<file path="config.mk">
export PLATFORM = sky130hd
export DESIGN_NAME = powerdown_control_logic
export DESIGN_NICKNAME = d
export VERILOG_FILES = /design/src/pwrdn_pkg.sv /design/src/powerdown_control_logic.sv
export VERILOG_INCLUDE_DIRS = /design/src
export SDC_FILE = /design/constraint.sdc
export NUM_CORES = 1
export LEC_CHECK = 0
export ABC_AREA = 1
export ABC_CLOCK_PERIOD_IN_PS = 1500
export BUFFER_PORTS_ARGS = -buffer_cell sky130_fd_sc_hd__buf_2
export CAP_MARGIN = 20
export CORE_MARGIN = 2
export CORE_UTILIZATION = 45
export CTS_BUF_LIST = sky130_fd_sc_hd__clkbuf_8
export DETAILED_ROUTE_END_ITERATION = 10
export PLACE_DENSITY = 0.94
export SLEW_MARGIN = 40
export SYNTH_ARGS = -nofsm -noshare
export SYNTH_HDL_FRONTEND = slang
export SYNTH_SLANG_ARGS = --single-unit
</file>
<file path="constraint.sdc">
create_clock -name aclk -period 1.5 [get_ports aclk]
set_clock_uncertainty 0.05 [all_clocks]
set_input_delay 0.075 -clock aclk [delete_from_list [all_inputs] [get_ports aclk]]
set_output_delay 0.075 -clock aclk [all_outputs]
set_load 0.1 [all_outputs]
</file>
<file path="src/pwrdn_consts.svh">
// offsets, field positions and reset values for the power-down control block
`ifndef PWRDN_CONSTS_SVH
`define PWRDN_CONSTS_SVH

`define CTRL_WORD_OFFSET   32'h0000_0000
`define STATUS_OFFSET      32'h0000_0004
`define CTRL_WORD_RESET    32'h0000_0000
`define BIT_DIGITAL_PD     7
`define BIT_PLL_PD         6
`define BIT_DAC_PD         5
`define BIT_CLKIN_PD       4
`define BIT_MODE_SELECT    3
`define CTRL_WORD_MASK     32'h0000_00f8
`define STAT_BIT_DIGITAL   0
`define STAT_BIT_DAC       1
`define STAT_BIT_CLKIN     2
`define STAT_BIT_PLL       3
`define STAT_BIT_PIN       4
`define STAT_MODE_LSB      5
`define RESP_OKAY          2'b00
`define RESP_SLVERR        2'b10

`endif

</file>
<file path="src/pwrdn_pkg.sv">
// types for the power-down control block
package pwrdn_pkg;
    typedef enum logic [1:0] {
        MODE_SOFTWARE,
        MODE_FAST_RECOVERY,
        MODE_FULL_POWERDOWN
    } pd_mode_t;
endpackage : pwrdn_pkg

</file>
<file path="src/powerdown_control_logic.sv">
// power-down control logic with an axi4-lite register slave
`timescale 1ns/1ps
`include "pwrdn_consts.svh"

module powerdown_control_logic
    import pwrdn_pkg::*;
(
    input  wire logic        aclk,
    input  wire logic        aresetn,
    input  wire logic        external_powerdown_pin,
    input  wire logic [31:0] s_axi_awaddr,
    input  wire logic        s_axi_awvalid,
    output logic             s_axi_awready,
    input  wire logic [31:0] s_axi_wdata,
    input  wire logic [3:0]  s_axi_wstrb,
    input  wire logic        s_axi_wvalid,
    output logic             s_axi_wready,
    output logic [1:0]       s_axi_bresp,
    output logic             s_axi_bvalid,
    input  wire logic        s_axi_bready,
    input  wire logic [31:0] s_axi_araddr,
    input  wire logic        s_axi_arvalid,
    output logic             s_axi_arready,
    output logic [31:0]      s_axi_rdata,
    output logic [1:0]       s_axi_rresp,
    output logic             s_axi_rvalid,
    input  wire logic        s_axi_rready,
    output logic             digital_powerdown,
    output logic             dac_powerdown,
    output logic             input_clock_powerdown,
    output logic             pll_powerdown
);

    logic [31:0] first_control_function_word;
    logic        pin_meta;
    logic        pin_sync;
    pd_mode_t    mode;
    logic        aw_held;
    logic        w_held;
    logic [31:0] aw_addr;
    logic [31:0] w_data;
    logic [3:0]  w_strb;
    logic        next_digital;
    logic        next_dac;
    logic        next_clkin;

    function automatic logic [31:0] merge_bytes(input logic [31:0] old, input logic [31:0] data,
                                                input logic [3:0] strb);
        logic [31:0] r;
        r = old;
        for (int i = 0; i < 4; i++) begin
            if (strb[i]) begin
                r[i*8 +: 8] = data[i*8 +: 8];
            end
        end
        return r;
    endfunction : merge_bytes

    // only writable word, low page only
    function automatic logic is_ctrl_word(input logic [31:0] addr);
        return (addr[31:8] == 24'h00_0000) && (addr[7:2] == 6'(`CTRL_WORD_OFFSET >> 2));
    endfunction : is_ctrl_word

    // two-stage pin synchroniser
    always_ff @(posedge aclk) begin
        if (!aresetn) begin
            pin_meta <= 1'b0;
            pin_sync <= 1'b0;
        end else begin
            pin_meta <= external_powerdown_pin;
            pin_sync <= pin_meta;
        end
    end

    always_comb begin
        if (!pin_sync) begin
            mode = MODE_SOFTWARE;
        end else if (first_control_function_word[`BIT_MODE_SELECT]) begin
            mode = MODE_FULL_POWERDOWN;
        end else begin
            mode = MODE_FAST_RECOVERY;
        end
    end

    always_comb begin
        case (mode)
            MODE_SOFTWARE: begin
                next_digital = first_control_function_word[`BIT_DIGITAL_PD];
                next_dac     = first_control_function_word[`BIT_DAC_PD];
                next_clkin   = first_control_function_word[`BIT_CLKIN_PD];
            end
            MODE_FAST_RECOVERY: begin
                next_digital = 1'b1;
                next_dac     = 1'b0;
                next_clkin   = 1'b0;
            end
            default: begin
                next_digital = 1'b1;
                next_dac     = 1'b1;
                next_clkin   = 1'b1;
            end
        endcase
    end

    // registered active-high power-down outputs
    always_ff @(posedge aclk) begin
        if (!aresetn) begin
            digital_powerdown     <= 1'b0;
            dac_powerdown         <= 1'b0;
            input_clock_powerdown <= 1'b0;
            pll_powerdown         <= 1'b0;
        end else begin
            digital_powerdown     <= next_digital;
            dac_powerdown         <= next_dac;
            input_clock_powerdown <= next_clkin;
            pll_powerdown         <= first_control_function_word[`BIT_PLL_PD];
        end
    end

    // write channel capture, address and data in either order
    assign s_axi_awready = !aw_held && !s_axi_bvalid;
    assign s_axi_wready  = !w_held && !s_axi_bvalid;

    always_ff @(posedge aclk) begin
        if (!aresetn) begin
            aw_held <= 1'b0;
            w_held  <= 1'b0;
            aw_addr <= 32'h0000_0000;
            w_data  <= 32'h0000_0000;
            w_strb  <= 4'h0;
        end else if (aw_held && w_held) begin
            aw_held <= 1'b0;
            w_held  <= 1'b0;
        end else begin
            if (s_axi_awvalid && s_axi_awready) begin
                aw_held <= 1'b1;
                aw_addr <= s_axi_awaddr;
            end
            if (s_axi_wvalid && s_axi_wready) begin
                w_held <= 1'b1;
                w_data <= s_axi_wdata;
                w_strb <= s_axi_wstrb;
            end
        end
    end

    always_ff @(posedge aclk) begin
        if (!aresetn) begin
            first_control_function_word <= `CTRL_WORD_RESET;
        end else if (aw_held && w_held && is_ctrl_word(aw_addr)) begin
            first_control_function_word <= merge_bytes(first_control_function_word, w_data, w_strb)
                                           & `CTRL_WORD_MASK;
        end
    end

    always_ff @(posedge aclk) begin
        if (!aresetn) begin
            s_axi_bvalid <= 1'b0;
            s_axi_bresp  <= `RESP_OKAY;
        end else if (aw_held && w_held) begin
            s_axi_bvalid <= 1'b1;
            if (is_ctrl_word(aw_addr)) begin
                s_axi_bresp <= `RESP_OKAY;
            end else begin
                s_axi_bresp <= `RESP_SLVERR;
            end
        end else if (s_axi_bready) begin
            s_axi_bvalid <= 1'b0;
        end
    end

    // read channel
    assign s_axi_arready = !s_axi_rvalid;

    always_ff @(posedge aclk) begin
        if (!aresetn) begin
            s_axi_rvalid <= 1'b0;
            s_axi_rdata  <= 32'h0000_0000;
            s_axi_rresp  <= `RESP_OKAY;
        end else if (s_axi_arvalid && s_axi_arready) begin
            s_axi_rvalid <= 1'b1;
            s_axi_rresp  <= `RESP_OKAY;
            if (s_axi_araddr[31:8] != 24'h00_0000) begin
                s_axi_rdata <= 32'h0000_0000;
                s_axi_rresp <= `RESP_SLVERR;
            end else if (s_axi_araddr[7:2] == 6'(`CTRL_WORD_OFFSET >> 2)) begin
                s_axi_rdata <= first_control_function_word;
            end else if (s_axi_araddr[7:2] == 6'(`STATUS_OFFSET >> 2)) begin
                s_axi_rdata <= {25'h0, 2'(mode), pin_sync, pll_powerdown,
                                input_clock_powerdown, dac_powerdown, digital_powerdown};
            end else begin
                s_axi_rdata <= 32'h0000_0000;
                s_axi_rresp <= `RESP_SLVERR;
            end
        end else if (s_axi_rready) begin
            s_axi_rvalid <= 1'b0;
        end
    end

    a_fast_recovery_out: assert property (@(posedge aclk) disable iff (!aresetn)
        (pin_sync && !first_control_function_word[`BIT_MODE_SELECT])
        |=> (digital_powerdown && !dac_powerdown && !input_clock_powerdown))
        else $error("fast recovery outputs wrong");
    a_full_powerdown_out: assert property (@(posedge aclk) disable iff (!aresetn)
        (pin_sync && first_control_function_word[`BIT_MODE_SELECT])
        |=> (digital_powerdown && dac_powerdown && input_clock_powerdown))
        else $error("full power-down outputs wrong");
    a_software_follow: assert property (@(posedge aclk) disable iff (!aresetn)
        !pin_sync |=> (digital_powerdown == $past(first_control_function_word[`BIT_DIGITAL_PD])
        && dac_powerdown == $past(first_control_function_word[`BIT_DAC_PD])
        && input_clock_powerdown == $past(first_control_function_word[`BIT_CLKIN_PD])))
        else $error("software mode outputs do not follow bits");
    a_pll_follow: assert property (@(posedge aclk) disable iff (!aresetn)
        ##1 pll_powerdown == $past(first_control_function_word[`BIT_PLL_PD]))
        else $error("pll power-down does not follow its bit");
    a_pin_latency: assert property (@(posedge aclk) disable iff (!aresetn)
        $rose(external_powerdown_pin) ##1 external_powerdown_pin |=> pin_sync)
        else $error("pin not synchronised in two cycles");
    a_pin_high_ignores: assert property (@(posedge aclk) disable iff (!aresetn)
        (pin_sync && $past(pin_sync) && $stable(first_control_function_word[`BIT_MODE_SELECT]))
        |=> $stable(digital_powerdown) && $stable(dac_powerdown) && $stable(input_clock_powerdown))
        else $error("outputs moved while pin held high");
    a_bresp_pairs: assert property (@(posedge aclk) disable iff (!aresetn)
        (aw_held && w_held) |=> s_axi_bvalid && !aw_held && !w_held)
        else $error("write response missing");
    a_fast_keeps_clock: assert property (@(posedge aclk) disable iff (!aresetn)
        (mode == MODE_FAST_RECOVERY) ##1 (mode == MODE_FAST_RECOVERY) |-> !input_clock_powerdown)
        else $error("clock input powered down in fast recovery");

endmodule : powerdown_control_logic

</file>
Yosys cells after proc, flatten, opt, wreduce, memory -nomap -nowiden
Index checks and enable logic that the tools add are counted.
- register bits: 92
- input bits: 108
- output and inout bits: 45
- word-level logic and storage cells: 60
- eq/ne operators: 2
- multiplexer cells: 16
- bitwise logic cells: 2
- reductions and logical operators: 23
- operators by type and width (cell ; number):
    24-bit zero test ; 1
    24-bit nonzero test ; 1
    8-bit two-way mux ; 2
    6-bit zero test ; 2
    2-bit two-way mux ; 6
    1-bit logical AND ; 8
    7-bit two-way mux ; 1
    6-bit by 1-bit == test with 1-bit output, second input constant ; 1
    2-bit AND reduction ; 3
    1-bit two-way mux ; 5
    1-bit zero test ; 4
    1-bit case mux with 2 select lines ; 2
    2-bit nonzero test ; 2
    2-bit by 1-bit == test with 1-bit output, second input constant ; 1
    2-bit zero test ; 1
    1-bit inverter ; 2
    2-bit OR reduction ; 1

Depth between registers and ports, before layout
- word-level depth: 5
- mapped depth: 9
- gate-level depth less buffers: 9

Worst setup path before layout
OpenSTA, ideal clock, no wires.
- path kind: flip-flop to flip-flop
- from: reg s_axi_bvalid
- to: reg aw_addr[10]
- setup time: 0.128 ns
- data arrival time: 2.791 ns
- required time: 1.322 ns
- path slack: -1.469 ns
- stages on the path, launching flop included: 6
- path buffers: 1
- period minus slack after synthesis: 2.969 ns
- cell sequence: dfxtp_1 nor2_1 nand2_2 clkbuf_1 o21ai_0 a21oi_1
- word-level cells in the longest chain between the ends: 4
- ends and longest elaborated chain (element ; line ; source):
    start, declared ; powerdown_control_logic.sv:19 ; output logic s_axi_bvalid,
    start signal, assigned ; powerdown_control_logic.sv:158 ; s_axi_bvalid <= 1'b0;
    start signal, assigned ; powerdown_control_logic.sv:161 ; s_axi_bvalid <= 1'b1;
    start signal, assigned ; powerdown_control_logic.sv:168 ; s_axi_bvalid <= 1'b0;
    1-bit zero test ; powerdown_control_logic.sv:121 ; assign s_axi_awready = !aw_held && !s_axi_bvalid;
    1-bit logical AND ; powerdown_control_logic.sv:121 ;
    net s_axi_awready ; powerdown_control_logic.sv:13 ; output logic s_axi_awready,
    1-bit logical AND ; powerdown_control_logic.sv:135 ; if (s_axi_awvalid && s_axi_awready) begin
    2-bit AND reduction (no source line) ; -- ;
    end signal, assigned ; powerdown_control_logic.sv:137 ; aw_addr <= s_axi_awaddr;
    end, declared ; powerdown_control_logic.sv:40 ; logic [31:0] aw_addr;
The timed path passes the listed nets, and every way through them passes these cells.
A chain may end at the register's enable or synchronous reset.

Worst setup path after layout
- from: reg w_held
- to: out s_axi_wready
- word-level cells in the longest chain between the ends: 2
- ends and longest elaborated chain (element ; line ; source):
    start, declared ; powerdown_control_logic.sv:39 ; logic w_held;
    start signal, assigned ; powerdown_control_logic.sv:127 ; w_held <= 1'b0;
    start signal, assigned ; powerdown_control_logic.sv:133 ; w_held <= 1'b0;
    start signal, assigned ; powerdown_control_logic.sv:140 ; w_held <= 1'b1;
    1-bit zero test ; powerdown_control_logic.sv:122 ; assign s_axi_wready = !w_held && !s_axi_bvalid;
    1-bit logical AND ; powerdown_control_logic.sv:122 ;
    end, declared ; powerdown_control_logic.sv:17 ; output logic s_axi_wready,
No other way between the ends.

==> out/qor.txt <==
count of placed standard cells including taps: 532
count of input and output buffers: 92
Fin Hold WS: 0.00153 ns
routed vias/inst: 4.64
number of violations of the max-capacitance limit: 0
routed vias: 2717
timing-limited maximum frequency: 698 MHz
drt first-iter violations: 116
Post-Syn Area: 2650 sq um
worst reg2reg path depth: 9
Routability Congestion: 0.750
die outline height: 80.8 um
cell count after synthesis: 375
post-DR wirelength/cell: 11.6 um
internal reg-to-reg setup slack: 0.15 ns
count of state elements after synthesis: 61
overall power of the completed layout: 4180 uW
unique cell type count in the Yosys netlist: 24
critical path start-end classification: flip-flop to primary output
critical path startpoint category: flip-flop
largest net degree at the start of global routing: 25
starting utilization of the core area: 0.473
critical path arrival: 1.31 ns
FF-to-FF End: first_control_function_word[6]
source of the worst hold timing path: s_axi_araddr[7]
critical path peak fanout: 3
length of the first detailed-routing pass in iterations: 5
I/O pin total: 153
Clock Sink Count: 61
setup repair after global routing missed its margin: no
startpoint of the worst register-to-register path: aw_addr[21]
result of the run: completed
CTS tree: built
Crit. End Element: primary output
first-pass GRT wire length: 10500 um
HPWL after detailed placement: 4410 um
layout cell share with drive strength beyond 1: 0.248
area share of the leading cell type in the synthesized netlist: 0.460
maximum vdd drop: 0.808 mV
register area share after synthesis: 0.460
number of buffers inserted during clock tree synthesis: 9
DRC errors left: 0
Core Footprint: 5610 sq um
horizontal die dimension: 80.8 um
vias in the first global route: 2626
worst max-slew margin expressed relative to the limit: 0.659
DRT antenna net count: 0
Worst Hold Path EP: s_axi_rresp[1]
number of antenna violations at the first check in global routing: 0
static power due to leakage: 0.00182 uW
Pins Over Slew Limit: 0
number of setup buffers added after CTS: 0
non-filler instance count after layout: 585
die outline area: 6530 sq um
ANT cells: 0
Total GRT Usage: 0.215
root buffer cell: clkbuf_8
Post-layout nets: 617
WHS Path Cells: 3
Avg Cell Area, Syn: 7.08 sq um
signed area change from the synthesized netlist to the final layout: 40.8%
classification of the worst-slack hold path: input pin to flip-flop
fin util: 0.666
minimum clock period: 1.43 ns
Warnings, synthesis: 0
required time of the worst setup path: 1.37 ns
Std-Cell Rows: 27
library cell occupying the most area in the post-synthesis netlist: dfxtp_1
synth top area cells: dfxtp_1, nor2_1, nand2_1, buf_4, o21ai_0
final hold violations: 0
post-detailed-routing wire length: 6810 um
H-tree lvl count: 3
Clk Latency, worst-skew pair: 0.35 ns
maximum buffer depth of the clock tree: 2
Total Neg Setup Slack: 0 ns
actual transition at the worst max-transition pin: 0.515 ns
clock input transition at the sequential cells of the worst setup and hold paths: 0.06 ns
aggregate global routing overflow: 0
final number of setup-violating endpoints: 0
pwr dens: 1120 nW/um^2
fin crit share: 0.955
-- per-layer routing --
layer	vias to the layer above	global-route usage	share of wire
met5	-	0	0
met4	0	0.147	0.043
met3	25	0.0444	0.073
met2	126	0.412	0.52
met1	1173	0.203	0.36
li1	1393	-	-
-- worst max-delay path, cell delays in order, from the launching register on --
cell     delay [ns]
dfxtp_2        0.34
nor2_4         0.16
buf_2          0.45
-- synth_stat cells --
cell / number
a31oi_1: 1
dfxtp_1: 61
inv_2: 1
o21ai_0: 38
o22ai_1: 4
buf_2: 1
buf_6: 1
buf_1: 1
nor2_2: 2
clkinv_1: 1
clkbuf_1: 8
nor2_1: 81
and2_1: 1
nor3_1: 1
inv_1: 44
o21a_1: 1
conb_1: 1
nand3_1: 6
nand4_1: 1
nand3_4: 1
nand2_2: 3
a21oi_1: 35
nand2_1: 55
buf_4: 26
-- repair_timing --
action,in CTS,in global routing
gates resized for setup,0,4
hold buffers,38,0
endpoints found under the setup margin,0,5
endpoints found under the hold margin,38,0
-- sequential cells by signal, summed over array words and instances, names as in the netlist, 5 cells and up --
name / cells
w_data: 5
s_axi_rdata: 8
aw_addr: 30
first_control_function_word: 5
-- through the flow --
step | cell area, sq um | setup WS (ns)
after floorplan | 2830 | -0.149
after global placement | 3150 | 0.135
after detailed placement | 3150 | 0.0589
after CTS | 3730 | 0.0385
after global routing | 3740 | 0.0369
final | 3740 | 0.0673
-- power by group --
| group | total, uW | internal (uW) | switching, uW |
|---|---|---|---|
| combinational | 986 | 280 | 705 |
| sequential | 1790 | 1730 | 54.1 |
| clock | 1410 | 830 | 582 |
| total | 4180 | 2840 | 1340 |
-- worst max path at each step --
| stage | end | cells after the start | slack (ns) | startpoint |
|---|---|---|---|---|
| 2_1_floorplan | aw_addr[10] | 5 | -0.15 | s_axi_bvalid |
| 3_5_place_dp | first_control_function_word[6] | 8 | 0.06 | aw_held |
| 3_3_place_gp | first_control_function_word[4] | 7 | 0.14 | aw_held |
| 6_report | s_axi_wready | 2 | 0.07 | w_held |
| 5_1_grt | s_axi_wready | 2 | 0.04 | w_held |
| 4_1_cts | first_control_function_word[6] | 8 | 0.04 | aw_held |
-- area by class of cell --
| type | instances | area, sq um |
|---|---|---|
| clock buffers | 11 | 151 |
| repair buffers | 135 | 891 |
| flip-flops and latches | 61 | 1230 |
| fillers | 425 | 1870 |
| well taps | 72 | 90.1 |
| inverters | 46 | 180 |
| multi-input cells | 256 | 1150 |
| clock inverters | 4 | 41.3 |
-- cells by family (layout without fill, tap and decap cells) --
group / Yosys count / in the layout / synth area share
and+or+nand+nor: 151 / 151 / 0.229
buffers and inverters: 83 / 196 / 0.157
AOI/OAI and AO/OA: 79 / 79 / 0.152
DFF: 61 / 61 / 0.460
other: 1 / 26 / 0.00141
-- cell usage in the layout, fill, tap and decap left out, types with 3 or more instances in the layout --
| cell | Yosys | final |
|---|---|---|
| o21ai_0 | 38 | 4 |
| buf_2 | 1 | 92 |
| a21oi_1 | 35 | 33 |
| o21ai_1 | 0 | 34 |
| clkbuf_8 | 0 | 11 |
| buf_4 | 26 | 4 |
| dlygate4sd3_1 | 0 | 38 |
| nor2_4 | 0 | 3 |
| dfxtp_1 | 61 | 57 |
| nand3_1 | 6 | 6 |
| o22ai_1 | 4 | 4 |
| inv_1 | 44 | 46 |
| nand2_1 | 55 | 54 |
| nor2_1 | 81 | 78 |
| conb_1 | 1 | 26 |
Power figures use the tool's default switching activity.
